===== config.mk =====
export PLATFORM = sky130hd
export DESIGN_NAME = msq_sequencer
export DESIGN_NICKNAME = d
export VERILOG_FILES = /design/src/msq_debounce.v /design/src/msq_sequencer.v
export VERILOG_INCLUDE_DIRS = /design/src
export SDC_FILE = /design/constraint.sdc
export NUM_CORES = 2
export LEC_CHECK = 0
export BUFFER_PORTS_ARGS = -buffer_cell sky130_fd_sc_hd__buf_2
export CAP_MARGIN = 20
export CORE_MARGIN = 5
export CORE_UTILIZATION = 40
export DETAILED_ROUTE_END_ITERATION = 16
export SETUP_SLACK_MARGIN = 0.1
export SLEW_MARGIN = 30
export SYNTH_ARGS = -nofsm -noshare
export SYNTH_HDL_FRONTEND = slang
export SYNTH_SLANG_ARGS = --single-unit
export TNS_END_PERCENT = 10

===== constraint.sdc =====
create_clock -name aclk -period 15.1 [get_ports aclk]
set_input_delay 0 -clock aclk [delete_from_list [all_inputs] [get_ports aclk]]
set_output_delay 0 -clock aclk [all_outputs]
set_load 0.005 [all_outputs]

===== src/msq_map.vh =====
// Purpose: Register map, field positions, reset values and timing
//          constants of the multi-step speed and step sequencer block.
// Assumes: 32-bit AXI4-Lite register bus, one aligned word per register.
// Notes:   Definitions only.
`ifndef MSQ_MAP_VH
`define MSQ_MAP_VH

// ==========================================================
// Register byte offsets
`define MSQ_CTRL 8'h00
`define MSQ_FUNC_LO 8'h04
`define MSQ_FUNC_HI 8'h08
`define MSQ_OUTCFG 8'h0c
`define MSQ_DIR 8'h10
`define MSQ_MASTER 8'h14
`define MSQ_ANGLE 8'h18
`define MSQ_GEAR 8'h1c
`define MSQ_DECEL 8'h20
`define MSQ_STATUS 8'h24
`define MSQ_IRQ_STAT 8'h28
`define MSQ_IRQ_MASK 8'h2c
`define MSQ_TRAVEL 8'h30
// Step speed n at 8'h40 + 4*n, step duration n at 8'h80 + 4*n, n 1..15.
`define MSQ_SPEED_REGION 2'b01
`define MSQ_DUR_REGION 2'b10

// ==========================================================
// Control register fields
`define MSQ_CTRL_MODE_LSB 0
`define MSQ_CTRL_UNIT_BIT 4
`define MSQ_CTRL_DEB_LSB 8
`define MSQ_CTRL_RUN_BIT 16
`define MSQ_CTRL_REV_BIT 17

// ==========================================================
// Reset values and limits
`define MSQ_DEB_RESET 5'h01
`define MSQ_DEB_MAX 5'h14
`define MSQ_SPEED_MAX 16'h9c40
`define MSQ_ANGLE_RESET 12'h708
`define MSQ_ANGLE_MAX 12'he10
`define MSQ_GEAR_RESET 10'h0c8
`define MSQ_GEAR_MIN 10'h004
`define MSQ_GEAR_MAX 10'h3e8
`define MSQ_DECEL_MAX 14'h2710

// ==========================================================
// Sequencer modes and terminal function codes
`define MSQ_MODE_OFF 3'h0
`define MSQ_MODE_ONCE 3'h1
`define MSQ_MODE_LOOP 3'h2
`define MSQ_MODE_ONCE_STEP 3'h3
`define MSQ_MODE_LOOP_STEP 3'h4
`define MSQ_FN_SPEED_BIT0 8'h01
`define MSQ_FN_RUN 8'h0e
`define MSQ_FN_PAUSE 8'h0f
`define MSQ_FN_PROX 8'h22
`define MSQ_OUT_RUNNING 8'h0a
`define MSQ_OUT_STEP_DONE 8'h0b
`define MSQ_OUT_PROG_DONE 8'h0c

// ==========================================================
// Timing: all times in microseconds, clock in MHz
`define MSQ_CLK_MHZ 50
`define MSQ_DEB_UNIT_US 2000
`define MSQ_DECEL_UNIT_US 10000
`define MSQ_STEP_UNIT_US 100000
`define MSQ_BASE_CYCLES (`MSQ_DEB_UNIT_US * `MSQ_CLK_MHZ)
`define MSQ_DECEL_TICKS (`MSQ_DECEL_UNIT_US / `MSQ_DEB_UNIT_US)
`define MSQ_STEP_TICKS (`MSQ_STEP_UNIT_US / `MSQ_DEB_UNIT_US)

`endif


===== src/msq_debounce.v =====
// Purpose: Synchronise one input terminal and accept a change only after
//          it has stood for a programmed number of base ticks.
// Assumes: tick is a one-cycle pulse from the same clock.
// Notes:   Delay is units-1 to units ticks after synchronisation.
`timescale 1ns/1ps

module msq_debounce #(
	parameter UNIT_W = 5
) (
	input wire aclk,
	input wire aresetn,
	input wire pin,
	input wire tick,
	input wire [UNIT_W-1:0] units,
	output reg level
);

	reg sync_a;
	reg sync_b;
	reg [UNIT_W-1:0] count;

	always @(posedge aclk) begin
		if (!aresetn) begin
			sync_a <= 1'b0;
			sync_b <= 1'b0;
			count <= {UNIT_W{1'b0}};
			level <= 1'b0;
		end else begin
			sync_a <= pin;
			sync_b <= sync_a;
			if (sync_b == level) begin
				count <= {UNIT_W{1'b0}};
			end else if (tick) begin
				if (count + 1'b1 >= units) begin
					level <= sync_b;
					count <= {UNIT_W{1'b0}};
				end else begin
					count <= count + 1'b1;
				end
			end
		end
	end

endmodule // msq_debounce


===== src/msq_sequencer.v =====
// Purpose: Speed command selection, simple index stop and step sequencer,
//          reached over AXI4-Lite.
// Assumes: Single clock aclk at 50 MHz, synchronous active-low reset.
// Notes:   Ramps and the power stage lie outside this block.
// Contract
// - Four speed-select bits form an index; zero picks the master speed, n picks step speed n.
// - Fifteen step speeds hold 0 to 400.00 Hz in 0.01 Hz units and reset to zero.
// - With the index function active a stop keeps the drive running until the proximity input fires.
// - After the proximity trigger the drive stops using the index angle and index deceleration time; the logic times the stop from the deceleration time alone.
// - The index gear ratio lies between 4 and 1000 and resets to 200.
// - The proximity sensor is only taken from a terminal with function code 34.
// - Sequencer mode 0 is off, 1 one cycle, 2 continuous, 3 one cycle stepwise, 4 continuous stepwise.
// - In one-cycle mode the sequencer stops at the end and restarts only after run drops and returns.
// - In continuous mode cycles repeat until pause (code 15) is set or run (code 14) is removed.
// - The sequencer is started by a terminal with function code 14.
// - Output terminals show running (10), a step-done pulse (11) and program done (12).
// - The program is built from the step speeds, per-step direction and per-step duration.
// - A step with zero duration is skipped.
// - Step direction comes from a 15-bit word; other direction commands are ignored meanwhile.
// - A unit setting selects 1 s (0) or 0.1 s (1) step duration units.
`timescale 1ns/1ps

`include "msq_map.vh"

module msq_sequencer #(
	parameter N_IN = 8,
	parameter N_OUT = 2,
	parameter BASE_CYCLES = `MSQ_BASE_CYCLES
) (
	input wire aclk,
	input wire aresetn,
	input wire [7:0] s_axi_awaddr,
	input wire s_axi_awvalid,
	output reg s_axi_awready,
	input wire [31:0] s_axi_wdata,
	input wire [3:0] s_axi_wstrb,
	input wire s_axi_wvalid,
	output reg s_axi_wready,
	output reg [1:0] s_axi_bresp,
	output reg s_axi_bvalid,
	input wire s_axi_bready,
	input wire [7:0] s_axi_araddr,
	input wire s_axi_arvalid,
	output reg s_axi_arready,
	output reg [31:0] s_axi_rdata,
	output reg [1:0] s_axi_rresp,
	output reg s_axi_rvalid,
	input wire s_axi_rready,
	input wire [N_IN-1:0] term_in,
	output reg [N_OUT-1:0] term_out,
	output reg [15:0] freq_cmd,
	output reg dir_rev,
	output reg drive_run,
	output reg irq
);

	localparam S_IDLE = 5'b00001;
	localparam S_RUN = 5'b00010;
	localparam S_PAUSE = 5'b00100;
	localparam S_WAIT = 5'b01000;
	localparam S_DONE = 5'b10000;
	localparam D_STOP = 4'b0001;
	localparam D_RUN = 4'b0010;
	localparam D_HOLD = 4'b0100;
	localparam D_DECEL = 4'b1000;

	// ==========================================================
	// Registers
	reg [2:0] mode;
	reg unit_tenth;
	reg [4:0] deb_units;
	reg sw_run;
	reg sw_rev;
	reg [8*N_IN-1:0] func;
	reg [8*N_OUT-1:0] outcfg;
	reg [14:0] step_dir;
	reg [15:0] master;
	reg [11:0] angle;
	reg [9:0] gear;
	reg [13:0] decel;
	reg [3:0] irq_stat;
	reg [3:0] irq_mask;
	reg [21:0] travel;
	reg [15:0] speed [1:15];
	reg [15:0] dur [1:15];

	// ==========================================================
	// Time base
	reg [31:0] base_cnt;
	reg base_tick;
	reg [2:0] dec_pre;
	reg dec_tick;

	always @(posedge aclk) begin
		if (!aresetn) begin
			base_cnt <= 32'h0;
			base_tick <= 1'b0;
			dec_pre <= 3'h0;
			dec_tick <= 1'b0;
		end else begin
			base_tick <= (base_cnt == BASE_CYCLES - 1);
			base_cnt <= (base_cnt == BASE_CYCLES - 1) ? 32'h0 :
				base_cnt + 32'h1;
			dec_tick <= 1'b0;
			if (base_tick) begin
				dec_tick <= (dec_pre == `MSQ_DECEL_TICKS - 1);
				dec_pre <= (dec_pre == `MSQ_DECEL_TICKS - 1) ? 3'h0 :
					dec_pre + 3'h1;
			end
		end
	end

	// ==========================================================
	// Input terminals and function decode
	wire [N_IN-1:0] term_lvl;
	genvar g;
	generate
		for (g = 0; g < N_IN; g = g + 1) begin : deb
			msq_debounce #(.UNIT_W(5)) u_deb (
				.aclk(aclk),
				.aresetn(aresetn),
				.pin(term_in[g]),
				.tick(base_tick),
				.units(deb_units),
				.level(term_lvl[g])
			);
		end
	endgenerate

	reg [3:0] sel;
	reg run_in;
	reg pause_in;
	reg prox_in;
	reg prox_en;
	integer i;
	integer j;
	integer k;
	integer m;
	always @* begin
		sel = 4'h0;
		run_in = 1'b0;
		pause_in = 1'b0;
		prox_in = 1'b0;
		prox_en = 1'b0;
		for (i = 0; i < N_IN; i = i + 1) begin
			if (func[8*i+:8] == `MSQ_FN_SPEED_BIT0)
				sel[0] = sel[0] | term_lvl[i];
			if (func[8*i+:8] == `MSQ_FN_SPEED_BIT0 + 8'h1)
				sel[1] = sel[1] | term_lvl[i];
			if (func[8*i+:8] == `MSQ_FN_SPEED_BIT0 + 8'h2)
				sel[2] = sel[2] | term_lvl[i];
			if (func[8*i+:8] == `MSQ_FN_SPEED_BIT0 + 8'h3)
				sel[3] = sel[3] | term_lvl[i];
			if (func[8*i+:8] == `MSQ_FN_RUN)
				run_in = run_in | term_lvl[i];
			if (func[8*i+:8] == `MSQ_FN_PAUSE)
				pause_in = pause_in | term_lvl[i];
			if (func[8*i+:8] == `MSQ_FN_PROX) begin
				prox_in = prox_in | term_lvl[i];
				prox_en = 1'b1;
			end
		end
	end

	// ==========================================================
	// Next non-skipped step after cur (0 searches from the first)
	reg [4:0] seq_state;
	reg [3:0] step;
	reg [19:0] remain;
	reg [3:0] nxt;
	reg [3:0] first;
	always @* begin
		nxt = 4'h0;
		first = 4'h0;
		for (j = 15; j >= 1; j = j - 1) begin
			if (dur[j] != 16'h0) begin
				first = j[3:0];
				if (j[3:0] > step)
					nxt = j[3:0];
			end
		end
	end

	wire [19:0] dur_load_n = unit_tenth ? {4'h0, dur[nxt]} :
		{1'b0, dur[nxt], 3'b0} + {3'b0, dur[nxt], 1'b0};
	wire [19:0] dur_load_f = unit_tenth ? {4'h0, dur[first]} :
		{1'b0, dur[first], 3'b0} + {3'b0, dur[first], 1'b0};
	wire stepwise = (mode == `MSQ_MODE_ONCE_STEP) ||
		(mode == `MSQ_MODE_LOOP_STEP);
	wire looping = (mode == `MSQ_MODE_LOOP) ||
		(mode == `MSQ_MODE_LOOP_STEP);
	wire mode_ok = (mode != `MSQ_MODE_OFF) && (mode <= `MSQ_MODE_LOOP_STEP);

	// ==========================================================
	// Step sequencer
	reg pause_d;
	reg step_pulse;
	reg cycle_pulse;
	// The step prescaler restarts with every step, so a step never ends
	// early on a free-running tick; a pause freezes it where it stands.
	reg [5:0] step_pre;
	wire step_due = base_tick && (step_pre == `MSQ_STEP_TICKS - 1);
	always @(posedge aclk) begin
		if (!aresetn) begin
			seq_state <= S_IDLE;
			step <= 4'h0;
			remain <= 20'h0;
			pause_d <= 1'b0;
			step_pre <= 6'h0;
			step_pulse <= 1'b0;
			cycle_pulse <= 1'b0;
		end else begin
			pause_d <= pause_in;
			step_pulse <= 1'b0;
			cycle_pulse <= 1'b0;
			case (seq_state)
			S_IDLE: begin
				step <= 4'h0;
				step_pre <= 6'h0;
				if (mode_ok && run_in) begin
					if (first == 4'h0) begin
						cycle_pulse <= 1'b1;
						seq_state <= S_DONE;
					end else begin
						step <= first;
						remain <= dur_load_f;
						seq_state <= S_RUN;
					end
				end
			end
			S_RUN: begin
				if (!run_in || !mode_ok) begin
					seq_state <= S_IDLE;
				end else if (pause_in) begin
					seq_state <= S_PAUSE;
				end else if (base_tick && !step_due) begin
					step_pre <= step_pre + 6'h1;
				end else if (step_due) begin
					step_pre <= 6'h0;
					if (remain > 20'h1) begin
						remain <= remain - 20'h1;
					end else begin
						step_pulse <= 1'b1;
						if (nxt == 4'h0)
							cycle_pulse <= 1'b1;
						if (stepwise) begin
							seq_state <= S_WAIT;
						end else if (nxt != 4'h0) begin
							step <= nxt;
							remain <= dur_load_n;
						end else if (looping && first != 4'h0) begin
							step <= first;
							remain <= dur_load_f;
						end else begin
							seq_state <= S_DONE;
						end
					end
				end
			end
			S_PAUSE: begin
				if (!run_in || !mode_ok)
					seq_state <= S_IDLE;
				else if (!pause_in)
					seq_state <= S_RUN;
			end
			S_WAIT: begin
				// A press and release of pause releases the next step.
				if (!run_in || !mode_ok) begin
					seq_state <= S_IDLE;
				end else if (pause_d && !pause_in) begin
					step_pre <= 6'h0;
					if (nxt != 4'h0) begin
						step <= nxt;
						remain <= dur_load_n;
						seq_state <= S_RUN;
					end else if (looping && first != 4'h0) begin
						step <= first;
						remain <= dur_load_f;
						seq_state <= S_RUN;
					end else begin
						seq_state <= S_DONE;
					end
				end
			end
			S_DONE: begin
				if (!run_in)
					seq_state <= S_IDLE;
			end
			default: seq_state <= S_IDLE;
			endcase
		end
	end

	wire seq_active = (seq_state == S_RUN) || (seq_state == S_PAUSE) ||
		(seq_state == S_WAIT);

	// ==========================================================
	// Drive run state with simple index stop
	reg [3:0] drv_state;
	reg [13:0] dec_cnt;
	reg prox_d;
	reg prox_event;
	reg stop_event;
	wire run_req = sw_run | seq_active;
	always @(posedge aclk) begin
		if (!aresetn) begin
			drv_state <= D_STOP;
			dec_cnt <= 14'h0;
			prox_d <= 1'b0;
			prox_event <= 1'b0;
			stop_event <= 1'b0;
		end else begin
			prox_d <= prox_in;
			prox_event <= 1'b0;
			stop_event <= 1'b0;
			case (drv_state)
			D_STOP: if (run_req) drv_state <= D_RUN;
			D_RUN: begin
				if (!run_req)
					drv_state <= prox_en ? D_HOLD : D_STOP;
			end
			D_HOLD: begin
				if (run_req) begin
					drv_state <= D_RUN;
				end else if (prox_in && !prox_d) begin
					prox_event <= 1'b1;
					dec_cnt <= decel;
					if (decel == 14'h0) begin
						stop_event <= 1'b1;
						drv_state <= D_STOP;
					end else begin
						drv_state <= D_DECEL;
					end
				end
			end
			D_DECEL: begin
				if (dec_tick) begin
					if (dec_cnt == 14'h1) begin
						stop_event <= 1'b1;
						drv_state <= D_STOP;
					end
					dec_cnt <= dec_cnt - 14'h1;
				end
			end
			default: drv_state <= D_STOP;
			endcase
		end
	end

	// ==========================================================
	// Outputs
	reg [N_OUT-1:0] next_term_out;
	always @* begin
		next_term_out = {N_OUT{1'b0}};
		for (k = 0; k < N_OUT; k = k + 1) begin
			case (outcfg[8*k+:8])
			`MSQ_OUT_RUNNING: next_term_out[k] = seq_active;
			`MSQ_OUT_STEP_DONE: next_term_out[k] = step_pulse;
			`MSQ_OUT_PROG_DONE:
				next_term_out[k] = cycle_pulse | (seq_state == S_DONE);
			default: next_term_out[k] = 1'b0;
			endcase
		end
	end

	always @(posedge aclk) begin
		if (!aresetn) begin
			term_out <= {N_OUT{1'b0}};
			freq_cmd <= 16'h0;
			dir_rev <= 1'b0;
			drive_run <= 1'b0;
			irq <= 1'b0;
			travel <= 22'h0;
		end else begin
			term_out <= next_term_out;
			drive_run <= (drv_state != D_STOP);
			irq <= |(irq_stat & irq_mask);
			travel <= {10'h0, angle} * {12'h0, gear};
			if (seq_active) begin
				freq_cmd <= (seq_state == S_WAIT) ? 16'h0 : speed[step];
				dir_rev <= step_dir[step - 4'h1];
			end else if (drv_state == D_STOP) begin
				freq_cmd <= 16'h0;
				dir_rev <= sw_rev;
			end else if (drv_state == D_RUN) begin
				freq_cmd <= (sel == 4'h0) ? master : speed[sel];
				dir_rev <= sw_rev;
			end
		end
	end

	// ==========================================================
	// AXI4-Lite slave
	reg aw_have;
	reg w_have;
	reg [7:0] aw_addr;
	reg [31:0] w_data;
	reg [3:0] w_strb;
	reg rd_stat;
	wire [31:0] wd = w_data;
	wire do_wr = aw_have && w_have && !s_axi_bvalid;
	wire [3:0] widx = aw_addr[5:2];
	wire [4:0] deb_w = (wd[12:8] == 5'h0) ? 5'h1 :
		(wd[12:8] > `MSQ_DEB_MAX) ? `MSQ_DEB_MAX : wd[12:8];
	wire [9:0] gear_w = (wd[9:0] < `MSQ_GEAR_MIN) ? `MSQ_GEAR_MIN :
		(wd[9:0] > `MSQ_GEAR_MAX) ? `MSQ_GEAR_MAX : wd[9:0];

	always @(posedge aclk) begin
		if (!aresetn) begin
			s_axi_awready <= 1'b0;
			s_axi_wready <= 1'b0;
			s_axi_bvalid <= 1'b0;
			s_axi_bresp <= 2'b00;
			aw_have <= 1'b0;
			w_have <= 1'b0;
			aw_addr <= 8'h0;
			w_data <= 32'h0;
			w_strb <= 4'h0;
			mode <= `MSQ_MODE_OFF;
			unit_tenth <= 1'b0;
			deb_units <= `MSQ_DEB_RESET;
			sw_run <= 1'b0;
			sw_rev <= 1'b0;
			func <= {8*N_IN{1'b0}};
			outcfg <= {8*N_OUT{1'b0}};
			step_dir <= 15'h0;
			master <= 16'h0;
			angle <= `MSQ_ANGLE_RESET;
			gear <= `MSQ_GEAR_RESET;
			decel <= 14'h0;
			irq_mask <= 4'h0;
			for (m = 1; m <= 15; m = m + 1) begin
				speed[m] <= 16'h0;
				dur[m] <= 16'h0;
			end
		end else begin
			s_axi_awready <= !aw_have && !s_axi_awready && s_axi_awvalid;
			s_axi_wready <= !w_have && !s_axi_wready && s_axi_wvalid;
			if (s_axi_awvalid && s_axi_awready) begin
				aw_have <= 1'b1;
				aw_addr <= s_axi_awaddr;
			end
			if (s_axi_wvalid && s_axi_wready) begin
				w_have <= 1'b1;
				w_data <= s_axi_wdata;
				w_strb <= s_axi_wstrb;
			end
			if (s_axi_bvalid && s_axi_bready)
				s_axi_bvalid <= 1'b0;
			if (do_wr) begin
				aw_have <= 1'b0;
				w_have <= 1'b0;
				s_axi_bvalid <= 1'b1;
				s_axi_bresp <= 2'b00;
				// Registers update only on a full-word write.
				if (w_strb == 4'hf) begin
					case (aw_addr)
					`MSQ_CTRL: begin
						mode <= wd[`MSQ_CTRL_MODE_LSB+:3];
						unit_tenth <= wd[`MSQ_CTRL_UNIT_BIT];
						deb_units <= deb_w;
						sw_run <= wd[`MSQ_CTRL_RUN_BIT];
						sw_rev <= wd[`MSQ_CTRL_REV_BIT];
					end
					`MSQ_FUNC_LO: func[31:0] <= wd;
					`MSQ_FUNC_HI: func[8*N_IN-1:32] <= wd[8*N_IN-33:0];
					`MSQ_OUTCFG: outcfg <= wd[8*N_OUT-1:0];
					`MSQ_DIR: step_dir <= wd[14:0];
					`MSQ_MASTER: master <= (wd[15:0] > `MSQ_SPEED_MAX) ?
						`MSQ_SPEED_MAX : wd[15:0];
					`MSQ_ANGLE: angle <= (wd[11:0] > `MSQ_ANGLE_MAX) ?
						`MSQ_ANGLE_MAX : wd[11:0];
					`MSQ_GEAR: gear <= gear_w;
					`MSQ_DECEL: decel <= (wd[13:0] > `MSQ_DECEL_MAX) ?
						`MSQ_DECEL_MAX : wd[13:0];
					`MSQ_IRQ_MASK: irq_mask <= wd[3:0];
					default: begin
						if (aw_addr[7:6] == `MSQ_SPEED_REGION && widx != 4'h0)
							speed[widx] <= (wd[15:0] > `MSQ_SPEED_MAX) ?
								`MSQ_SPEED_MAX : wd[15:0];
						if (aw_addr[7:6] == `MSQ_DUR_REGION && widx != 4'h0)
							dur[widx] <= wd[15:0];
					end
					endcase
				end
			end
		end
	end

	// Read side; an event in the read handshake cycle is lost to the clear, one a cycle later survives.
	wire [3:0] events = {stop_event, prox_event, cycle_pulse, step_pulse};
	wire [3:0] ridx = s_axi_araddr[5:2];
	always @(posedge aclk) begin
		if (!aresetn) begin
			s_axi_arready <= 1'b0;
			s_axi_rvalid <= 1'b0;
			s_axi_rdata <= 32'h0;
			s_axi_rresp <= 2'b00;
			irq_stat <= 4'h0;
			rd_stat <= 1'b0;
		end else begin
			s_axi_arready <= !s_axi_rvalid && !s_axi_arready &&
				s_axi_arvalid;
			rd_stat <= 1'b0;
			irq_stat <= (rd_stat ? 4'h0 : irq_stat) | events;
			if (s_axi_rvalid && s_axi_rready)
				s_axi_rvalid <= 1'b0;
			if (s_axi_arvalid && s_axi_arready) begin
				s_axi_rvalid <= 1'b1;
				s_axi_rresp <= 2'b00;
				s_axi_rdata <= 32'h0;
				case (s_axi_araddr)
				`MSQ_CTRL: s_axi_rdata <= {14'h0, sw_rev, sw_run, 3'h0,
					deb_units, 3'h0, unit_tenth, 1'b0, mode};
				`MSQ_FUNC_LO: s_axi_rdata <= func[31:0];
				`MSQ_FUNC_HI: s_axi_rdata[8*N_IN-33:0] <= func[8*N_IN-1:32];
				`MSQ_OUTCFG: s_axi_rdata[8*N_OUT-1:0] <= outcfg;
				`MSQ_DIR: s_axi_rdata[14:0] <= step_dir;
				`MSQ_MASTER: s_axi_rdata[15:0] <= master;
				`MSQ_ANGLE: s_axi_rdata[11:0] <= angle;
				`MSQ_GEAR: s_axi_rdata[9:0] <= gear;
				`MSQ_DECEL: s_axi_rdata[13:0] <= decel;
				`MSQ_STATUS: s_axi_rdata <= {7'h0, drv_state, seq_state,
					sel, step, term_lvl};
				`MSQ_IRQ_STAT: begin
					s_axi_rdata[3:0] <= irq_stat;
					rd_stat <= 1'b1;
				end
				`MSQ_IRQ_MASK: s_axi_rdata[3:0] <= irq_mask;
				`MSQ_TRAVEL: s_axi_rdata[21:0] <= travel;
				default: begin
					if (s_axi_araddr[7:6] == `MSQ_SPEED_REGION && ridx != 4'h0)
						s_axi_rdata[15:0] <= speed[ridx];
					if (s_axi_araddr[7:6] == `MSQ_DUR_REGION && ridx != 4'h0)
						s_axi_rdata[15:0] <= dur[ridx];
				end
				endcase
			end
		end
	end

endmodule // msq_sequencer


* Word level (Yosys, flattened, before mapping)
Memories as Yosys holds them, arrays and structs flattened. A register that Yosys moved wholly into a read port is not among the register bits.
Index checks and enable logic that the tools add are counted.
** Word-level totals
- Bits in registers :: 453
- Bits in latches :: 0
- RAM bits :: 480
- ROM bits :: 0
- Input bits :: 67
- Output and inout bits :: 62
- Logic and storage cells :: 714
- Memories kept :: 2
** Memories
- dur :: words 15, bits a word 16, read ports 18, clocked after memory_dff 0, wr ports 15, line msq_sequencer.v:85 : reg [15:0] dur [1:15];
- speed :: words 15, bits a word 16, read ports 3, clocked after memory_dff 1, wr ports 15, line msq_sequencer.v:84 : reg [15:0] speed [1:15];
** Cells by class
- Add/subtract/negate cells :: 16
- $mul :: 1
- Div/mod/pow operators :: 0
- Order comparisons :: 32
- Equality and inequality tests :: 140
- Shifts and indexed selects :: 0
- Muxes and demuxes :: 257
- Bitwise gates (word level) :: 65
- Reductions and logical operators :: 120
** Operators with widths (count)
- $mux 20 :: 14
- $mux 4 :: 69
- $reduce_bool 16->1 :: 15
- $eq 8x4->1 const B :: 26
- $mux 16 :: 10
- $mux 5 :: 27
- $eq 8x2->1 const B :: 16
- $eq 8x6->1 const B :: 15
- $mux 1 :: 103
- $eq 8x3->1 const B :: 10
- $pmux 6 s12 :: 1
- $eq 8x1->1 const B :: 8
- $eq 8x5->1 const B :: 8
- $pmux 20 s3 :: 1
- $mux 14 :: 4
- $reduce_and 3->1 :: 18
- $pmux 4 s13 :: 1
- $or 1x1->1 :: 51
- $add 19x17->20 :: 2
- $add 5x1->5 const B :: 8
- $ge 5x5->1 :: 8
- $mux 6 :: 6
- $ne 2x2->1 const B :: 17
- $add 32x1->32 const B :: 1
- 83 further kinds :: 192

* Longest topological paths before layout
- Depth in word-level cells :: 42
- Depth in mapped cells :: 29
- Gate-level depth less buffers :: 26

* Modules after synthesis
A second synthesis with hierarchy kept.
** Unflattened totals
- Cell total of the unflattened synthesis :: 6376
- Area total of the unflattened synthesis :: 60182.7 µm²
** Modules (own cells, without submodules)
- msq_sequencer :: times used 1, cells an instance 5960, area each 56299.0 µm², sequential area each 23242.3 µm²
- msq_debounce :: times used 8, cells an instance 52, area each 485.5 µm², sequential area each 160.2 µm²

* Worst setup path after synthesis
No wires, ideal clock.
- Path kind :: register -> register
- From :: reg step[0]
- To :: reg remain[19]
- Setup time :: 0.070 ns
- Arrival :: 6.106 ns
- Data required time :: 15.030 ns
- Path slack :: 8.924 ns
- Cell stages (with the launch flop) :: 29
- Path buffers :: 2
- Clock period less this slack :: 6.176 ns
- Path through :: dfxtp_1 clkinv_1 ha_1 or2_2 a21oi_1 a22o_1 a2111oi_4 nor4_4 clkbuf_1 clkbuf_1 nand2_1 a21oi_1 o31ai_1 a21oi_1 ha_1 inv_1 fa_1 nor2b_1 o21ai_0 a21boi_0 o21ai_0 a21boi_0 o21ai_0 a21oi_1 a211oi_1 o41ai_1 nand4_1 a311o_1 a21oi_1
** Between the ends
- Cells in the longest elaborated chain, start to end :: 42
- Elaborated cells on any way between the ends :: 59
- Those cells by class :: add/sub: 1; order compare: 15; mux: 41; reduce/logical: 1; memory: 1
** Ends and longest elaborated chain
- start: declaration :: line msq_sequencer.v:168 : reg [3:0] step;
- start signal: assignment :: line msq_sequencer.v:225 : step <= first;
- start signal: assignment :: line msq_sequencer.v:249 : step <= nxt;
- start signal: assignment :: line msq_sequencer.v:252 : step <= first;
- $gt 4x4->1 :: line msq_sequencer.v:178 : if (j[3:0] > step)
- $mux 4 :: line msq_sequencer.v:178
- $mux 4 :: line msq_sequencer.v:176 : if (dur[j] != 16'h0) begin
- $mux 4 :: line msq_sequencer.v:178
- $mux 4 :: line msq_sequencer.v:176
- $mux 4 :: line msq_sequencer.v:178
- $mux 4 :: line msq_sequencer.v:176
- $mux 4 :: line msq_sequencer.v:178
- [26 not listed]
- $mux 20 (*) :: line msq_sequencer.v:248 : end else if (nxt != 4'h0) begin
- $mux 20 :: line msq_sequencer.v:246 : if (stepwise) begin
- $mux 20 :: line msq_sequencer.v:240 : if (remain > 20'h1) begin
- $mux 20 :: line msq_sequencer.v:238 : end else if (step_due) begin
- $mux 20 :: line msq_sequencer.v:236 : end else if (base_tick && !step_due) begin
- $mux 20 :: line msq_sequencer.v:234 : end else if (pause_in) begin
- $mux 20 :: line msq_sequencer.v:232 : if (!run_in || !mode_ok) begin
- $pmux 20 s3 (*) :: line msq_sequencer.v:216 : case (seq_state)
- end signal: assignment :: line msq_sequencer.v:226 : remain <= dur_load_f;
- end signal: assignment :: line msq_sequencer.v:241 : remain <= remain - 20'h1;
- end signal: assignment :: line msq_sequencer.v:250 : remain <= dur_load_n;
- end: declaration :: line msq_sequencer.v:169 : reg [19:0] remain;
Every way passes the cells marked *; elsewhere a longest branch is shown, timed or not. The select of a mux whose other input is x is not followed.
A chain may end at the register's enable or synchronous reset.

==> flow_metrics.env <==
export IMPL_cp_max_fo=32
export IMPL_area_growth_pct=13.2
export IMPL_ys_warn_count=0
export IMPL_drive_above_1_share=0.133
export IMPL_worstSetupPathType="flop to flop"
export IMPL_num_vias=55000
export IMPL_p_total_uw=8600
export IMPL_yosys_area_top_type="edfxtp_1"
export IMPL_clock_latency_ns=0.78
export IMPL_cts_made_buffers=112
export IMPL_r2r_end="remain[19]$_SDFFE_PN0P_"
export IMPL_reg2reg_slack_ns=6.62
export IMPL_cts_resized=0
export IMPL_yosysUniqueCellTypes=117
export IMPL_max_vdd_ir_drop_mv=0.107
export IMPL_worstMarginPinSlew_ns=1.13
export IMPL_final_common_cell="nand2_1"
export IMPL_drv_slew=0
export IMPL_synth_edff_count=512
export IMPL_drtAntennaViolNets=0
export IMPL_p_per_area_nw_per_um2=126
export IMPL_holdPathStages=4
export IMPL_syn_area_per_cell_um2=9.35
export IMPL_run_status="complete, no violations"
export IMPL_clock_fmax_ghz=0.118
export IMPL_fillers=14400
export IMPL_cts_tree="done"
export IMPL_min_from="s_axi_wdata[31]"
export IMPL_synth_cells=6450
export IMPL_r2r_cells=26
export IMPL_cts_root_buf="clkbuf_16"
export IMPL_hold_path_class="primary input to flop"
export IMPL_finalCriticalPeriod_ns=8.48
export IMPL_finalClockSkew_ns=0.0586
export IMPL_async_reset_ff_frac=0
export IMPL_start_kind="flop"
export IMPL_multi_input_area_um2=33600
export IMPL_dpl_hpwl_um=174000
export IMPL_grt_first_pass_wirelength_um=363000
export IMPL_antenna_found_initial=11
export IMPL_worst_hold_slack_ns=0.0288
export IMPL_die_height_um=398
export IMPL_first_pass_iters=9
export IMPL_yosysTopAreaCellShare=0.255
export IMPL_start_util=0.402
export IMPL_power_leakage_uw=0.0245
export IMPL_setup_viol=0
export IMPL_routed_wl_um=253000
export IMPL_cp_required_ns=15.81
export IMPL_cts_num_sinks=969
export IMPL_startpoint="dur[9][2]$_SDFFCE_PN0P_"
export IMPL_cts_buffer_depth=3
export IMPL_nets=6816
export IMPL_pre_cts_ws_ns=6.94
export IMPL_viasPerCell=6.37
export IMPL_stdcell_area_um2=68300
export IMPL_postLayoutSetupSlackWorst_ns=6.62
export IMPL_grt_max_degree=145
export IMPL_grt_usage=0.309
export IMPL_drv_cap=0
export IMPL_final_seq_area_um2=24500
export IMPL_htree_levels=3
export IMPL_reg2reg_from="dur[9][2]$_SDFFCE_PN0P_"
export IMPL_overflow=0
export IMPL_io_buffer_count=124
export IMPL_tns_ns=0
export IMPL_slew_headroom=0.247
export IMPL_min_to="w_data[31]$_SDFFE_PN0P_"
export IMPL_remaining_drc_errors=0
export IMPL_drt_iter0_markers=7825
export IMPL_mostFrequentLayoutCells="nand2_1 (1,012), nor2_1 (628), edfxtp_1 (512)"
export IMPL_clkTransAtPathRegs_ns=0.06
export IMPL_core_rowCount=142
export IMPL_rsz0062_at_grt="false"
export IMPL_worstPathArrival_ns=9.19
export IMPL_hold_violations=0
export IMPL_critPathCaptureType="flop"
export IMPL_min_period_over_period=0.562
export IMPL_die_w_um=398
export IMPL_ys_ff_latch=969
export IMPL_place_area_um2=63200
export IMPL_place_congestion=1.02
export IMPL_avgRoutedWirePerCell_um=29.3
export IMPL_die_area_um2=159000
export IMPL_core_um2=150000
export IMPL_synth_main_ff_cell="edfxtp_1"
export IMPL_synth_area_leaders="edfxtp_1 (25%), dfxtp_1 (15%), mux4_2 (9.2%)"
export IMPL_grt_pass1_vias=52300
export IMPL_yosysSeqAreaShare=0.406
export IMPL_syn_cell_area_um2=60300
export IMPL_io_pins=129
how the worst max path moves through the flow:
stage / end / slack, ns / cells past startpoint
after global routing: remain[19]$_SDFFE_PN0P_ / 6.44 / 26
after global placement: remain[19]$_SDFFE_PN0P_ / 6.67 / 24
after floorplan: remain[19]$_SDFFE_PN0P_ / 8.92 / 28
after detailed placement: remain[19]$_SDFFE_PN0P_ / 6.94 / 26
after CTS: remain[19]$_SDFFE_PN0P_ / 6.95 / 26
final: remain[19]$_SDFFE_PN0P_ / 6.62 / 26
cell families after synthesis:
family,count (synthesis),share of synthesized area
compound gates,1251,0.142
fa+ha+maj,225,0.0566
flops,969,0.406
simple gates,2858,0.222
buf+inv,655,0.0430
xor+xnor,125,0.0181
other cells,1,0.0000622
mux,366,0.112
where the power goes:
| group | internal (µW) | switching, µW | total, µW |
|---|---|---|---|
| combinational | 982 | 1740 | 2720 |
| sequential | 2870 | 143 | 3020 |
| clock | 1640 | 1230 | 2870 |
cell type report:
class                           instances  share of cell area
Antenna cell                            6            0.000220
Timing Repair Buffer                  408              0.0454
Inverter                              172             0.00956
Tap cell                             2016              0.0369
Sequential cell                       969               0.359
Clock inverter                         58              0.0106
Clock buffer                          150              0.0455
Multi-Input combinational cell       4861               0.493
repair_timing:
action,4_1_cts,5_1_grt
hold endpoints to repair,189,0
setup buffers,0,0
hold buffers,120,0
worst max-delay path: stages, from the launching register on:
cell and delay [ns]:
edfxtp_1 0.49, nor4_1 0.73, nand4_1 0.45, a21boi_0 0.68, o21ba_2 0.27, a221o_1 0.14, buf_4 0.47, nand2_1 0.55
buf_4 0.45, mux2_2 0.28, a221oi_1 0.14, a21oi_1 0.38, ha_1 0.25, inv_1 0.07, fa_1 0.47, nor2b_1 0.13
o21ai_0 0.11, a21boi_0 0.25, o21ai_0 0.15, a21boi_0 0.26, o21ai_0 0.16, a21oi_1 0.23, a211oi_1 0.09, o41ai_1 0.54
nand4_1 0.16, a311o_1 0.39, a21oi_1 0.13
Yosys cell counts, drive strengths merged, types with 15 or more instances:
library cell,n
buf,91
o22ai,20
o221ai,20
mux4,246
ha,145
inv,166
edfxtp,512
o221a,17
and3,63
a21o,30
o31ai,32
clkbuf,392
nand3,303
a2111oi,18
a311oi,44
mux2i,104
o21ai,189
fa,80
xor2,60
a221oi,86
nand2,1023
nor4b,15
o211ai,23
a221o,24
nor2,656
xnor2,65
a211oi,59
a31oi,34
nor2b,49
a21oi,429
nor3,164
a22oi,68
dfxtp,457
or3,22
or2,24
mux2,16
nand4,49
nor4,97
a222oi,18
and2,260
nand2b,68
metrics by stage:
stage          utilization  instances
2_1_floorplan            -       6485
3_3_place_gp         0.421       8304
3_5_place_dp         0.421       8306
4_1_cts              0.455       8634
5_1_grt              0.455       8634
6_report             0.455       8640
metal layers:
metal,vias to the layer above,track usage,part of all wire
met3,843,0.0767,0.12
met4,6,0.178,0.069
met5,-,0,0.00017
met2,3592,0.475,0.44
li1,23700,-,-
met1,26900,0.399,0.38
registers in the layout (all words and copies together), names as in the netlist, 14 cells and up, named ones only:
register	flops
dur	256
s_axi_rdata	32
deb.u_deb.count	40
base_cnt	32
step_dir	15
dec_cnt	14
outcfg	16
travel	22
freq_cmd	16
decel	14
master	16
remain	20
w_data	32
speed	256
func	64
No activity file was read; power rests on OpenSTA's default activity.
